===== src/hdl/uec_defines.vh =====
`ifndef UEC_DEFINES_VH
`define UEC_DEFINES_VH

// ----------------------------------------------------------------------
// register map
// ----------------------------------------------------------------------
`define UEC_CSR_ADDR 32'hF00E0020
`define UEC_CSR_RESET 32'h00000401

// ----------------------------------------------------------------------
// field positions
// ----------------------------------------------------------------------
`define UEC_MAX_PACKET_SIZE_CODE_LSB 0
`define UEC_MAX_PACKET_SIZE_CODE_MSB 2
`define UEC_SIZE_WE_BIT 7
`define UEC_OUT_ISO_BIT 8
`define UEC_OUT_ACLR_BIT 9
`define UEC_DIR_BIT 10
`define UEC_IN_ISO_BIT 11
`define UEC_IN_ASET_BIT 12
`define UEC_MODE_WE_BIT 15
`define UEC_ORDY_BIT 16
`define UEC_FILL_BIT 17
`define UEC_OVER_BIT 18
`define UEC_DERR_BIT 19
`define UEC_IRDY_BIT 24

// ----------------------------------------------------------------------
// reset values of fields
// ----------------------------------------------------------------------
`define UEC_MAX_PACKET_SIZE_CODE_RST 3'h1
`define UEC_DIR_RST 1'b1
`define UEC_OUT_ISO_RST 1'b0
`define UEC_IN_ISO_RST 1'b0

// ----------------------------------------------------------------------
// size code to byte count
// ----------------------------------------------------------------------
`define UEC_BYTES_PER_CODE 6'h08

`endif


===== src/hdl/uec_ep2_csr.v =====
// Decided for this implementation: the APB slave port.
`timescale 1ns/1ps
`include "uec_defines.vh"

// What this block does
// - size code maps to eight-byte steps
// - size field written only with size enable
// - bits 12:8 written only with mode enable
// - direction bit, one is IN, resets IN
// - mode bits act only in their direction
// - OUT iso select, bulk at zero
// - IN iso select, bulk at zero
// - auto set IN ready on full packet
// - core sets OUT ready on packet load
// - fill state reports packets in FIFO
// - OUT iso overrun on failed load
// - OUT iso data error flagged
// - data error clears with OUT ready
// - register address and reset value
// - IN ready blocks FIFO writes while set
module uec_ep2_csr #(
  parameter FIFO_BYTES = 32
) (
  // clock and reset
  input wire core_clk_i,
  input wire arst_n_i,
  // apb slave
  input wire psel_i,
  input wire penable_i,
  input wire pwrite_i,
  input wire [31:0] paddr_i,
  input wire [31:0] pwdata_i,
  output wire [31:0] prdata_o,
  output wire pready_o,
  output wire pslverr_o,
  // usb core, OUT side
  input wire out_pkt_loaded_i,
  input wire out_pkt_error_i,
  input wire out_load_fail_i,
  // mcu fifo access
  input wire fifo_read_i,
  input wire fifo_write_i,
  // usb core, IN side
  input wire in_pkt_sent_i,
  // control to the endpoint logic
  output wire [5:0] max_packet_bytes_o,
  output wire dir_in_o,
  output wire out_iso_o,
  output wire in_iso_o,
  output wire fifo_write_ok_o,
  output wire out_packet_ready_o,
  output wire in_packet_ready_o
);

  // --------------------------------------------------------------------
  // state
  // --------------------------------------------------------------------
  reg [2:0] max_packet_size_code_q;
  reg dir_q;
  reg out_isochronous_select_q;
  reg oaclr_q;
  reg in_isochronous_select_q;
  reg iaset_q;
  reg [1:0] npkt_q; // packets held in OUT fifo
  reg err0_q; // error tag of packet at head
  reg err1_q; // error tag of second packet
  reg over_q;
  reg [5:0] ocnt_q; // bytes left in head OUT packet
  reg [5:0] olen1_q; // size of second queued packet
  reg [5:0] icnt_q; // bytes written to IN fifo
  reg irdy_q;
  wire [5:0] mp_bytes;
  wire wr_en;
  wire rd_en;
  wire hit;
  wire is_out;
  wire is_in;
  wire big_pkt;
  wire unload_done;
  wire mcu_clr_ordy;
  wire mcu_set_irdy;
  wire pop;
  wire push;
  wire fifo_full;
  wire [1:0] fill;
  wire [31:0] rd_word;

  // --------------------------------------------------------------------
  // size decode
  // --------------------------------------------------------------------
  uec_size_decode u_dec (
    .code_i(max_packet_size_code_q),
    .bytes_o(mp_bytes)
  );

  // --------------------------------------------------------------------
  // apb decode, zero wait states
  // --------------------------------------------------------------------
  assign hit = (paddr_i == `UEC_CSR_ADDR);
  assign wr_en = psel_i & penable_i & pwrite_i & hit;
  assign rd_en = psel_i & penable_i & ~pwrite_i & hit;
  assign pready_o = 1'b1;
  assign pslverr_o = psel_i & penable_i & ~hit; // unmapped address

  // direction gating
  assign is_out = ~dir_q;
  assign is_in = dir_q;
  assign big_pkt = (mp_bytes > FIFO_BYTES[5:0]);

  // --------------------------------------------------------------------
  // configuration fields
  // --------------------------------------------------------------------
  always @(posedge core_clk_i or negedge arst_n_i) begin
    if (!arst_n_i) begin
      max_packet_size_code_q <= `UEC_MAX_PACKET_SIZE_CODE_RST;
      dir_q <= `UEC_DIR_RST;
      out_isochronous_select_q <= `UEC_OUT_ISO_RST;
      oaclr_q <= 1'b0;
      in_isochronous_select_q <= `UEC_IN_ISO_RST;
      iaset_q <= 1'b0;
    end else if (wr_en) begin
      if (pwdata_i[`UEC_SIZE_WE_BIT]) begin
        max_packet_size_code_q <= pwdata_i[`UEC_MAX_PACKET_SIZE_CODE_MSB:`UEC_MAX_PACKET_SIZE_CODE_LSB];
      end
      if (pwdata_i[`UEC_MODE_WE_BIT]) begin
        out_isochronous_select_q <= pwdata_i[`UEC_OUT_ISO_BIT];
        oaclr_q <= pwdata_i[`UEC_OUT_ACLR_BIT];
        dir_q <= pwdata_i[`UEC_DIR_BIT];
        in_isochronous_select_q <= pwdata_i[`UEC_IN_ISO_BIT];
        iaset_q <= pwdata_i[`UEC_IN_ASET_BIT];
      end
    end
  end

  // --------------------------------------------------------------------
  // OUT packet queue
  // --------------------------------------------------------------------
  // head unload finishes on the read that takes the last byte
  assign unload_done = is_out & fifo_read_i & (npkt_q != 2'h0) &
                       (ocnt_q <= 6'h01);
  // software clears ready by writing one to bit 16
  assign mcu_clr_ordy = wr_en & is_out & pwdata_i[`UEC_ORDY_BIT];
  assign pop = (npkt_q != 2'h0) &
               (mcu_clr_ordy | (oaclr_q & unload_done));
  assign fifo_full = big_pkt ? (npkt_q != 2'h0) : (npkt_q == 2'h2);
  assign push = is_out & out_pkt_loaded_i & ~fifo_full;

  // queue depth, error tags and byte counts
  always @(posedge core_clk_i or negedge arst_n_i) begin
    if (!arst_n_i) begin
      npkt_q <= 2'h0;
      err0_q <= 1'b0;
      err1_q <= 1'b0;
      ocnt_q <= 6'h00;
      olen1_q <= 6'h00;
    end else begin
      if (push & ~pop) begin
        npkt_q <= npkt_q + 2'h1;
      end else if (pop & ~push) begin
        npkt_q <= npkt_q - 2'h1;
      end
      // the second packet's error moves to the head only after the pop
      if (pop) begin
        err0_q <= (npkt_q == 2'h2) ? err1_q : (push & out_pkt_error_i);
        ocnt_q <= (npkt_q == 2'h2) ? olen1_q : mp_bytes;
        err1_q <= push & (npkt_q == 2'h2) & out_pkt_error_i;
        olen1_q <= mp_bytes;
      end else if (push & (npkt_q == 2'h0)) begin
        err0_q <= out_pkt_error_i;
        ocnt_q <= mp_bytes;
      end else if (push) begin
        err1_q <= out_pkt_error_i;
        olen1_q <= mp_bytes;
      end else if (is_out & fifo_read_i & (ocnt_q != 6'h00)) begin
        ocnt_q <= ocnt_q - 6'h01;
      end
    end
  end

  // overrun: iso packet arrives with no room; set wins over clear
  always @(posedge core_clk_i or negedge arst_n_i) begin
    if (!arst_n_i) begin
      over_q <= 1'b0;
    end else if (is_out & out_isochronous_select_q & (out_load_fail_i |
                 (out_pkt_loaded_i & fifo_full))) begin
      over_q <= 1'b1;
    end else if (wr_en & pwdata_i[`UEC_OVER_BIT]) begin
      over_q <= 1'b0;
    end
  end

  // --------------------------------------------------------------------
  // IN packet ready
  // --------------------------------------------------------------------
  assign fifo_write_ok_o = is_in & ~irdy_q;
  assign mcu_set_irdy = wr_en & is_in & pwdata_i[`UEC_IRDY_BIT];

  // counts bytes loaded; auto set on a full packet
  always @(posedge core_clk_i or negedge arst_n_i) begin
    if (!arst_n_i) begin
      icnt_q <= 6'h00;
      irdy_q <= 1'b0;
    end else begin
      if (mcu_set_irdy) begin
        irdy_q <= 1'b1;
        icnt_q <= 6'h00;
      end else if (fifo_write_i & fifo_write_ok_o) begin
        if (iaset_q & (icnt_q + 6'h01 >= mp_bytes)) begin
          irdy_q <= 1'b1;
          icnt_q <= 6'h00;
        end else begin
          icnt_q <= icnt_q + 6'h01;
        end
      end else if (in_pkt_sent_i & irdy_q) begin
        irdy_q <= 1'b0;
      end
    end
  end

  // --------------------------------------------------------------------
  // read data and status outputs
  // --------------------------------------------------------------------
  assign fill = (npkt_q == 2'h0) ? 2'b00 :
                (fifo_full ? 2'b11 : 2'b01);
  assign out_packet_ready_o = is_out & (npkt_q != 2'h0);
  assign in_packet_ready_o = irdy_q;
  // reserved bits, enables and the unused upper bits read zero
  assign rd_word = {7'h00, irdy_q, 4'h0,
                    is_out & out_isochronous_select_q & err0_q & (npkt_q != 2'h0),
                    over_q, fill, 3'h0, iaset_q, in_isochronous_select_q, dir_q, oaclr_q,
                    out_isochronous_select_q, 1'b0, 4'h0, max_packet_size_code_q};
  assign prdata_o = rd_en ? rd_word : 32'h00000000;
  // data error follows OUT ready, so it drops with it

  // control outputs, each mode bit gated by direction
  assign max_packet_bytes_o = mp_bytes;
  assign dir_in_o = dir_q;
  assign out_iso_o = is_out & out_isochronous_select_q;
  assign in_iso_o = is_in & in_isochronous_select_q;

endmodule // uec_ep2_csr


===== src/hdl/uec_size_decode.v =====
`timescale 1ns/1ps
`include "uec_defines.vh"

// code 000..100 maps to 0..32 bytes; codes above 100 clamp to 32
module uec_size_decode (
  // size code
  input wire [2:0] code_i,
  // size in bytes
  output reg [5:0] bytes_o
);

  // multiply the code by eight, clamped at the largest legal code
  always @* begin
    if (code_i > 3'h4) begin
      bytes_o = 6'h20;
    end else begin
      bytes_o = {code_i, 3'h0};
    end
  end

endmodule // uec_size_decode


===== config.mk =====
export PLATFORM = sky130hd
export DESIGN_NAME = uec_ep2_csr
export DESIGN_NICKNAME = d
export VERILOG_FILES = /design/src/hdl/uec_ep2_csr.v /design/src/hdl/uec_size_decode.v
export VERILOG_INCLUDE_DIRS = /design/src /design/src/hdl
export SDC_FILE = /design/constraint.sdc
export NUM_CORES = 1
export LEC_CHECK = 0
export BUFFER_PORTS_ARGS = -buffer_cell sky130_fd_sc_hd__buf_2
export CAP_MARGIN = 20
export CORE_MARGIN = 5
export CORE_UTILIZATION = 47
export CTS_BUF_LIST = sky130_fd_sc_hd__clkbuf_4 sky130_fd_sc_hd__clkbuf_8 sky130_fd_sc_hd__clkbuf_16
export DETAILED_ROUTE_END_ITERATION = 8
export PLACE_DENSITY = 0.91
export SLEW_MARGIN = 20
export SYNTH_ARGS = -nofsm -noshare
export SYNTH_HDL_FRONTEND = slang
export SYNTH_SLANG_ARGS = --single-unit

===== constraint.sdc =====
create_clock -name core_clk_i -period 4.4 [get_ports core_clk_i]
set_input_delay 0.44 -clock core_clk_i [delete_from_list [all_inputs] [get_ports core_clk_i]]
set_output_delay 0.44 -clock core_clk_i [all_outputs]
set_load 0.01 [all_outputs]

==> flow_metrics.py, run 1 <==
metrics = {
    "cts": {
        "cts_setup_buffers": 0,
        "cts_tree": "built",
        "cts_sinks": 29,
        "clock-root-buffer": "clkbuf_8",
        "cts_buffers": 5,
        "path_clk_slew_ns": 0.07,
        "insertion_delay_ns": 0.29,
        "cts_max_level": 2,
        "clockBufferDepth": 2,
        "hold_buffers": 0,
        "cts_resized": 0,
    },
    "floorplanning": {
        "ios": 121,
        "die-height_um": 76.1,
        "placementRows": 24,
        "die-area_mm2": 0.00579,
        "die_w_um": 76.1,
        "start_util": 0.478,
        "core_area_mm2": 0.00429,
    },
    "synthesis": {
        "synth_cells": 218,
        "async_flop_share": 1.00,
        "synth_flop_cell": "dfrtp_1",
        "synthMuxAreaShare": 0.0658,
        "synth_top_family_by_area": "simple AND/OR/NAND/NOR gates",
        "yosys.cell_types.count": 50,
        "ys_ff_latch": 29,
        "synthAdderAreaFrac": 0.0548,
        "synth_compound_area_frac": 0.124,
        "syn_area_mm2": 0.00205,
        "synth_edf_count": 0,
        "yosysSeqAreaShare": 0.355,
        "synth-simple-area-share": 0.247,
        "yosys_warnings": 0,
        "avgSynthCellArea_um2": 9.42,
        "synthXorXnorAreaFrac": 0.0384,
    },
    "pwr": {
        "finalPower_mw": 0.996,
        "p_leak_nw": 1.35,
        "powerDensity_mw_per_mm2": 395,
        "vdd_drop_max_v": 0.000290,
    },
    "drt": {
        "drt-total-wl_um": 5260,
        "ant_nets": 0,
        "wl_per_cell_um": 15.0,
        "drtIter0Drc": 104,
        "vias": 1881,
        "drc": 0,
        "drt_first_pass_iters": 4,
        "viasPerCell": 5.37,
    },
    "place": {
        "io_buffer_count": 78,
        "dp.cells": 342,
        "gp_congestion": 0.808,
        "dp_worst_setup_slack_ns": 1.40,
        "hpwl_um": 4030,
    },
    "global_route": {
        "grt_pass1_vias": 1909,
        "grt_util_all_layers": 0.184,
        "grt_overflow": 0,
        "grt_pass1_wl_um": 8960,
        "grt_max_degree": 30,
        "grt_antenna_before_repair": 0,
    },
    "critical_path": {
        "crit_chain": "ha_1, nand3_1, xnor2_1, ha_1, and3_1, a311o_1, a21o_1, a221oi_1, a21boi_0, a21o_1",
        "critical_path.max_stage_delay_ns": 0.63,
        "crit_fanout": 6,
        "reg2regPathDepth": 10,
        "critPathLaunchType": "flop",
        "cp_slowest_cell": "a221oi_1",
        "crit_type": "reg2reg",
        "end_kind": "flop",
        "critPathRequiredTime_ns": 4.64,
        "cp.arrival_ns": 3.25,
    },
    "cells_and_area": {
        "seq_area_um2": 728,
        "syn_to_final_growth_pct": 22.9,
        "layout.nets": 381,
        "mostFrequentLayoutCells": "buf_2, dfrtp_1, conb_1",
        "final_common_cell": "buf_2",
        "multiInputGateArea_mm2": 0.00117,
        "final_cells": 350,
        "n_fill_cell": 348,
        "diodes": 0,
        "drive_above_1_share": 0.369,
    },
    "sta": {
        "max_slew_margin": 0.279,
        "period_needed_ns": 3.01,
        "timing.fmax_ghz": 0.332,
        "tns_ns": 0,
        "finalSetupViolCount": 0,
        "rsz0062_at_grt": "no",
        "hold_viol_final": 0,
        "skew_ns": 0.00706,
        "fin_ws_ns": 1.39,
        "post-route-period-util": 0.684,
        "max_slew.worst_pin.slew_ns": 1.07,
        "drv_slew": 0,
    },
    "run": {
        "max-cap-violations": 0,
    },
    "min_path": {
        "hold_path.class": "in2async",
    },
    "status": {
        "status": "finished, final reports clean",
    },
}
==> kinds of logic after synthesis <==
group	after synthesis
muxes	12
AOI/OAI and AO/OA	32
buffers and inverters	38
and+or+nand+nor	87
other	2
adders and majority gates	9
DFF	29
xor gates and xnor gates	9
==> per-stage QoR <==
step / hold slack, ns / utilization / area (µm²)
floorplan: 0.144 / - / 2130
global placement: 0.474 / 0.559 / 2400
detailed placement: 0.480 / 0.559 / 2400
CTS: 0.198 / 0.587 / 2520
global route: 0.224 / 0.587 / 2520
finish: 0.174 / 0.587 / 2520
==> flip-flops by register name, indices dropped and copies added, names as in the netlist <==
| name | flops |
|---|---|
| dir_in_o | 1 |
| over_q | 1 |
| err0_q | 1 |
| in_isochronous_select_q | 1 |
| npkt_q | 2 |
| out_isochronous_select_q | 1 |
| iaset_q | 1 |
| max_packet_size_code_q | 3 |
| err1_q | 1 |
| olen1_q | 3 |
| icnt_q | 6 |
| in_packet_ready_o | 1 |
| oaclr_q | 1 |
| ocnt_q | 6 |
==> worst max-delay path: cells and delay by family, from the launching register on <==
kind            cells  cell delay [ns]
compound gates      5             1.56
fa+ha+maj           2             0.51
flops               1             0.41
simple gates        2             0.26
xor+xnor            1             0.23
==> Yosys cell counts, types with 2 or more instances <==
cell      count  area share
a21o_1        4       0.015
a21oi_1       3      0.0073
a22o_1        5       0.021
a32o_1        3       0.015
and2_1       12       0.037
and3_1        3      0.0091
buf_4        23       0.084
clkbuf_1      4      0.0073
conb_1        2      0.0037
dfrtp_1      27        0.33
dfstp_2       2       0.026
ha_1          9       0.055
inv_1         9       0.016
mux2_2       12       0.066
nand2_1      12       0.022
nand2b_1      4       0.012
nand3_1       8       0.020
nand4_1       2      0.0061
nor2_1       11       0.020
nor2b_1       8       0.024
nor3_1        3      0.0073
nor4_1        6       0.018
nor4b_1       4       0.017
o21ai_0       5       0.012
or3_1         5       0.015
xnor2_1       5       0.021
xor2_1        4       0.017
==> area by class of cell <==
cell class	instances	area share
clock buffer	7	0.0357
clock inverter	1	0.0119
inverter	10	0.0149
multi-input combinational	172	0.465
sequential	29	0.289
tap	52	0.0258
timing repair buffer	79	0.158
==> worst paths after layout <==
check	from	to	slack [ns]
max reg2reg	icnt_q[0]	icnt_q[2]	1.39
min reg2reg	olen1_q[3]	olen1_q[3]	0.51
min	arst_n_i	max_packet_size_code_q[1]	0.17
max	icnt_q[0]	icnt_q[2]	1.39
max in group asynchronous	arst_n_i	ocnt_q[0]	3.79
min in group core_clk_i	pwdata_i[2]	max_packet_size_code_q[2]	0.38
==> routing by layer <==
layer,up-vias,global-route usage,share of wire
li1,887,-,-
met1,899,0.218,0.40
met2,84,0.315,0.51
met3,11,0.0567,0.073
met4,0,0.0577,0.016
met5,-,0,0
==> report_power, final <==
group | switching, mW | internal, mW | total [mW]
Clock | 0.109 | 0.191 | 0.300
Combinational | 0.179 | 0.152 | 0.331
Sequential | 0.0528 | 0.313 | 0.365
Power figures use the tool's default switching activity.
==> run 2: changes to the inputs <==
Settings changed: ABC_AREA set to 1, CORE_UTILIZATION 47 to 45, PLACE_DENSITY 0.91 to 0.87.
Clock period 4.4 ns to 3.1 ns, I/O delays scaled along.
==> run 2 against run 1 <==
Effect of this change: core utilization fell by 3.7 points; sequential share of layout area fell by 0.67 points; global-route usage fell by 1.1 points; non-clock buffer count fell by 1; combinational power rose by 31%; design area rose by 2.4%; total power rose by 18%; area after synthesis rose by 4.8%; sequential power rose by 19%; via count rose by 12%; first-iteration DRC count fell by 19%; synthesized cell count rose by 36%.
==> flow_metrics.py, run 2 <==
metrics = {
    "status": {
        "status": "finished, final reports clean",
    },
    "cts": {
        "cts_resized": 0,
        "hold_buffers": 0,
        "clock-root-buffer": "clkbuf_8",
        "cts_tree": "built",
        "cts_buffers": 5,
        "cts_setup_buffers": 0,
        "cts_sinks": 29,
        "clockBufferDepth": 2,
        "path_clk_slew_ns": 0.06,
        "cts_max_level": 2,
        "insertion_delay_ns": 0.28,
    },
    "place": {
        "hpwl_um": 4450,
        "io_buffer_count": 78,
        "gp_congestion": 0.872,
    },
    "floorplanning": {
        "die-area_mm2": 0.00627,
        "start_util": 0.459,
        "placementRows": 25,
        "ios": 121,
        "die_w_um": 79.2,
        "core_area_mm2": 0.00469,
        "die-height_um": 79.2,
    },
    "global_route": {
        "grt_max_degree": 30,
        "grt_pass1_vias": 1956,
        "grt_overflow": 0,
        "grt_util_all_layers": 0.172,
        "grt_pass1_wl_um": 8460,
        "grt_antenna_before_repair": 0,
    },
    "critical_path": {
        "end_kind": "primary output",
        "cp_slowest_cell": "nand4_1",
        "critPathRequiredTime_ns": 2.79,
        "critPathLaunchType": "input port",
        "critical_path.max_stage_delay_ns": 0.45,
        "critPathMostFrequentCell": "nor2_1",
        "critPathTopFamily": "simple AND/OR/NAND/NOR gates",
        "crit_type": "in2out",
        "crit_chain": "buf_2, nor2_1, nand2_1, nor2_1, nand2_1, nor2_2, nand4_1, nor2_1, and3_1, buf_2",
        "crit_buf_inv": 2,
        "crit_fanout": 12,
        "cp.arrival_ns": 1.98,
    },
    "pwr": {
        "p_leak_nw": 1.54,
        "powerDensity_mw_per_mm2": 456,
        "vdd_drop_max_v": 0.000264,
        "pwr-share-clk": 0.261,
        "finalPower_mw": 1.18,
        "pwr-share-comb": 0.370,
        "p_switching_mw": 0.419,
        "p_seq_frac": 0.369,
        "p_int_mw": 0.758,
        "sw_frac_of_total": 0.356,
    },
    "cells_and_area": {
        "largestRegisters": "icnt_q: 6 flops, ocnt_q: 6 flops",
        "drive_above_1_share": 0.279,
        "n_fill_cell": 446,
        "syn_to_final_growth_pct": 20.0,
        "mostFrequentLayoutCells": "buf_2, nand2_1, nor2_1",
        "layout.nets": 460,
        "final_common_cell": "buf_2",
        "diodes": 0,
    },
    "synthesis": {
        "synth_edf_count": 0,
        "synth_top_area_cell": "dfrtp_1",
        "synth_area_leaders": "dfrtp_1, nand2_1, nor2_1",
        "yosys_warnings": 0,
        "yosysTopAreaCellShare": 0.314,
        "async_flop_share": 1.00,
        "synth_flop_cell": "dfrtp_1",
        "yosysSeqAreaShare": 0.338,
        "synth_most_common_cell": "nand2_1",
        "synth_cells": 297,
        "synthTopCellsByCount": "nand2_1, nor2_1, inv_1",
        "syn_area_mm2": 0.00215,
        "avgSynthCellArea_um2": 7.25,
        "yosys.cell_types.count": 31,
        "ys_ff_latch": 29,
    },
    "sta": {
        "rsz0062_at_grt": "no",
        "drv_slew": 0,
        "tns_ns": 0,
        "timing.fmax_ghz": 0.436,
        "finalSetupViolCount": 0,
        "max_slew.worst_pin.slew_ns": 0.649,
        "post-route-period-util": 0.740,
        "skew_ns": 0.00791,
        "max_slew_margin": 0.567,
        "hold_viol_final": 0,
        "period_needed_ns": 2.29,
    },
    "min_path": {
        "hold_path.class": "in2async",
    },
    "drt": {
        "drt_first_pass_iters": 4,
        "ant_nets": 0,
        "drt-total-wl_um": 5510,
        "wl_per_cell_um": 12.8,
        "drtIter0Drc": 84,
        "viasPerCell": 4.88,
        "vias": 2102,
        "drc": 0,
    },
    "run": {
        "max-cap-violations": 0,
    },
}
==> run 2: cell count changes after synthesis, sizes merged, moves of 5 or more <==
cell,previous run,this run
nor2b,8,0
nor2,11,54
nand2,13,67
o21ai,6,17
nand3,8,18
nor4,6,1
inv,10,39
and2,13,0
or3,7,0
==> run 2: power groups by stage <==
| stage | Sequential (mW) | Clock [mW] | Combinational (mW) |
|---|---|---|---|
| finish | 0.435 | 0.308 | 0.435 |
| global route | 0.437 | 0.333 | 0.501 |
| CTS | 0.434 | 0.313 | 0.438 |
| detailed placement | 0.441 | 0 | 0.434 |
| global placement | 0.440 | 0 | 0.421 |
| floorplan | 0.435 | 0 | 0.357 |
==> run 2: stage by stage <==
stage	instances	area [µm²]	setup slack [ns]	util	hold WS, ns
floorplan	318	2230	1.21	-	0.0144
global placement	423	2500	0.794	0.532	0.361
detailed placement	423	2500	0.795	0.532	0.374
CTS	431	2580	0.797	0.550	0.0629
global route	431	2580	0.552	0.550	0.104
finish	431	2580	0.806	0.550	0.0466
==> run 2: worst register-to-register path: cells and delay by family, from the launching register on <==
kind | cells | cell delay, ns
XOR/XNOR | 1 | 0.21
adder cells (fa/ha/maj) | 2 | 0.52
flip-flops | 1 | 0.44
buffers and inverters | 1 | 0.06
AND/OR/NAND/NOR | 3 | 0.37
AO/OA/AOI/OAI | 3 | 0.55
==> run 2: cells by family after synthesis <==
group / share of synthesized area
flops: 0.338
buf+inv: 0.158
simple gates: 0.297
mux: 0.0419
other cells: 0.00349
fa+ha+maj: 0.0523
compound gates: 0.0727
xor+xnor: 0.0366
==> run 2: final timing paths <==
path                             start                   endpoint  slack, ns  depth (start not counted)
setup reg to reg             icnt_q[0]                  icnt_q[0]       0.83                         10
min in group core_clk_i    pwdata_i[2]  max_packet_size_code_q[2]       0.25                          2
hold / removal                arst_n_i          in_packet_ready_o       0.05                          1
max in group asynchronous     arst_n_i                     err1_q       2.62                          1
setup / recovery           paddr_i[15]               prdata_o[19]       0.81                         10
hold reg to reg                 over_q                     over_q       0.48                          2
==> run 2: metal layers <==
layer,global-route usage,wire length [µm]
met1,0.180,2070
met2,0.313,2780
met3,0.0499,564
met4,0.0842,91
met5,0,0
==> run 2: cell type report <==
cell class	count	area, µm²	area share
Inverter	39	146	0.0567
Tap cell	54	67.6	0.0262
Multi-Input combinational cell	223	1160	0.451
Sequential cell	29	728	0.282
Timing Repair Buffer	78	390	0.151
Clock inverter	2	10.0	0.00388
Clock buffer	6	76.3	0.0296
==> run 3: changes to the inputs <==
Settings changed: ABC_AREA 1 to 0, CORE_UTILIZATION 45 to 40, PLACE_DENSITY 0.87 to 0.83.
Clock period 3.1 ns to 2 ns, I/O delays scaled along.
==> run 3 against run 2 <==
Effect of this change: the flow now finishes with violations (setup timing); core utilization up 8.3 points; register-to-register slack worse by 1.4 ns; highest routed layer unchanged; hold slack better by 0.081 ns; clock power up 110%.
==> flow_metrics.py, run 3 (synthesis results as in run 1) <==
metrics = {
    "cts": {
        "cts_buffers": 5,
        "clockBufferDepth": 2,
        "path_clk_slew_ns": 0.06,
        "cts_max_level": 2,
        "clock-root-buffer": "clkbuf_8",
        "cts_sinks": 29,
        "cts_tree": "built",
        "insertion_delay_ns": 0.29,
    },
    "place": {
        "io_buffer_count": 78,
        "gp_congestion": 0.841,
        "hpwl_um": 4620,
        "dp.cells": 401,
        "placed_cell_area_mm2": 0.00279,
        "dp_worst_setup_slack_ns": -0.472,
    },
    "sta": {
        "hold_viol_final": 0,
        "timing.fmax_ghz": 0.397,
        "max_slew.worst_pin.slew_ns": 0.769,
        "fin_ws_ns": -0.521,
        "timing.hold.ws_ns": 0.128,
        "drv_slew": 0,
        "tns_ns": -7.73,
        "max_slew_margin": 0.483,
        "post-route-period-util": 1.26,
        "rsz0062_at_grt": "yes",
        "period_needed_ns": 2.52,
        "skew_ns": 0.00613,
        "finalSetupViolCount": 20,
    },
    "floorplanning": {
        "die_w_um": 81.6,
        "placementRows": 26,
        "start_util": 0.407,
        "ios": 121,
        "core_area_mm2": 0.00504,
        "die-height_um": 81.6,
        "die-area_mm2": 0.00667,
    },
    "global_route": {
        "grt_use_met3": 0.0417,
        "grt_antenna_before_repair": 0,
        "grt_max_degree": 30,
        "use_met2": 0.353,
        "grtUsageMet1": 0.205,
        "grt_overflow": 0,
        "grt-busiest-layer": "met2",
        "grt_pass1_vias": 2114,
        "grt_util_all_layers": 0.192,
        "grt_pass1_wl_um": 9680,
    },
    "cells_and_area": {
        "diodes": 0,
        "final_cells": 421,
        "syn_to_final_growth_pct": 55.5,
        "largestRegisters": "icnt_q: 6 flops, ocnt_q: 6 flops",
        "seq_area_um2": 728,
        "final_common_cell": "buf_2",
        "n_fill_cell": 367,
        "multiInputGateArea_mm2": 0.00140,
        "layout.nets": 434,
        "drive_above_1_share": 0.553,
        "finish.instance_area_mm2": 0.00319,
        "final_core_util": 0.633,
        "mostFrequentLayoutCells": "buf_2, buf_4, dfrtp_1",
    },
    "min_path": {
        "hold_path.class": "in2reg",
    },
    "critical_path": {
        "crit_fanout": 5,
        "end_kind": "flop",
        "crit_buf_inv": 0,
        "critPathMostFrequentCell": "a21o_1",
        "crit_type": "reg2reg",
        "cp.arrival_ns": 2.75,
        "crit_chain": "ha_2, nand3_2, xnor2_2, ha_1, and3_4, a311o_1, a21o_1, a221oi_4, a21boi_2, a21o_1",
        "cp_slowest_cell": "dfrtp_1",
        "critPathLaunchType": "flop",
        "critPathTopFamily": "compound AO/OA/AOI/OAI gates",
        "critical_path.max_stage_delay_ns": 0.36,
        "critPathRequiredTime_ns": 2.23,
    },
    "drt": {
        "ant_nets": 0,
        "vias": 2181,
        "drc": 0,
        "drt_first_pass_iters": 4,
        "drt-total-wl_um": 7020,
        "wl_per_cell_um": 16.7,
        "drtIter0Drc": 186,
        "viasPerCell": 5.18,
    },
    "pwr": {
        "finalPower_mw": 2.59,
        "powerDensity_mw_per_mm2": 811,
        "vdd_drop_max_v": 0.000619,
        "p_leak_nw": 1.66,
    },
    "status": {
        "violations": "setup timing",
        "status": "finished with violations",
    },
    "run": {
        "max-cap-violations": 0,
    },
}
## run 3: report_power, final
part           switching (mW)  internal [mW]  total, mW
registers               0.104          0.688      0.792
logic                   0.599          0.555       1.15
clock network           0.225          0.419      0.644
total                   0.928           1.66       2.59
## run 3: layout make-up
class,instances,area share
multi-input combinational,173,0.439
clock buffer,7,0.0282
clock inverter,1,0.00940
tap,70,0.0274
inverter,10,0.0118
timing repair buffer,131,0.256
sequential,29,0.228
## run 3: final timing paths
path,startpoint,to,slack (ns),cells after the start
max in group asynchronous,arst_n_i,ocnt_q[1],1.11,2
min in group asynchronous,arst_n_i,icnt_q[0],0.47,2
setup / recovery,icnt_q[0],icnt_q[2],-0.52,10
hold / removal,in_pkt_sent_i,in_packet_ready_o,0.13,2
setup reg to reg,icnt_q[0],icnt_q[2],-0.52,10
hold reg to reg,over_q,over_q,0.50,1
## run 3: worst register-to-register path: stages, from the launching register on
cell and delay, ns:
dfrtp_1 0.36, ha_2 0.20, nand3_2 0.11, xnor2_2 0.16, ha_1 0.34, and3_4 0.18
a311o_1 0.26, a21o_1 0.20, a221oi_4 0.34, a21boi_2 0.23, a21o_1 0.09
## run 3: repair_timing
action | 4_1_cts | 5_1_grt
hold endpoints to repair | 27 | 0
gates cloned | 1 | 0
hold buffers | 1 | 0
buffers inserted | 7 | 5
resized for setup | 20 | 22
pin swaps | 18 | 14
endpoints found under the setup margin | 30 | 37
## run 3: per-layer routing
metal / part of all wire / vias up
li1: - / 993
met2: 0.54 / 94
met5: 0 / -
met4: 0.045 / 0
met3: 0.063 / 27
met1: 0.35 / 1067
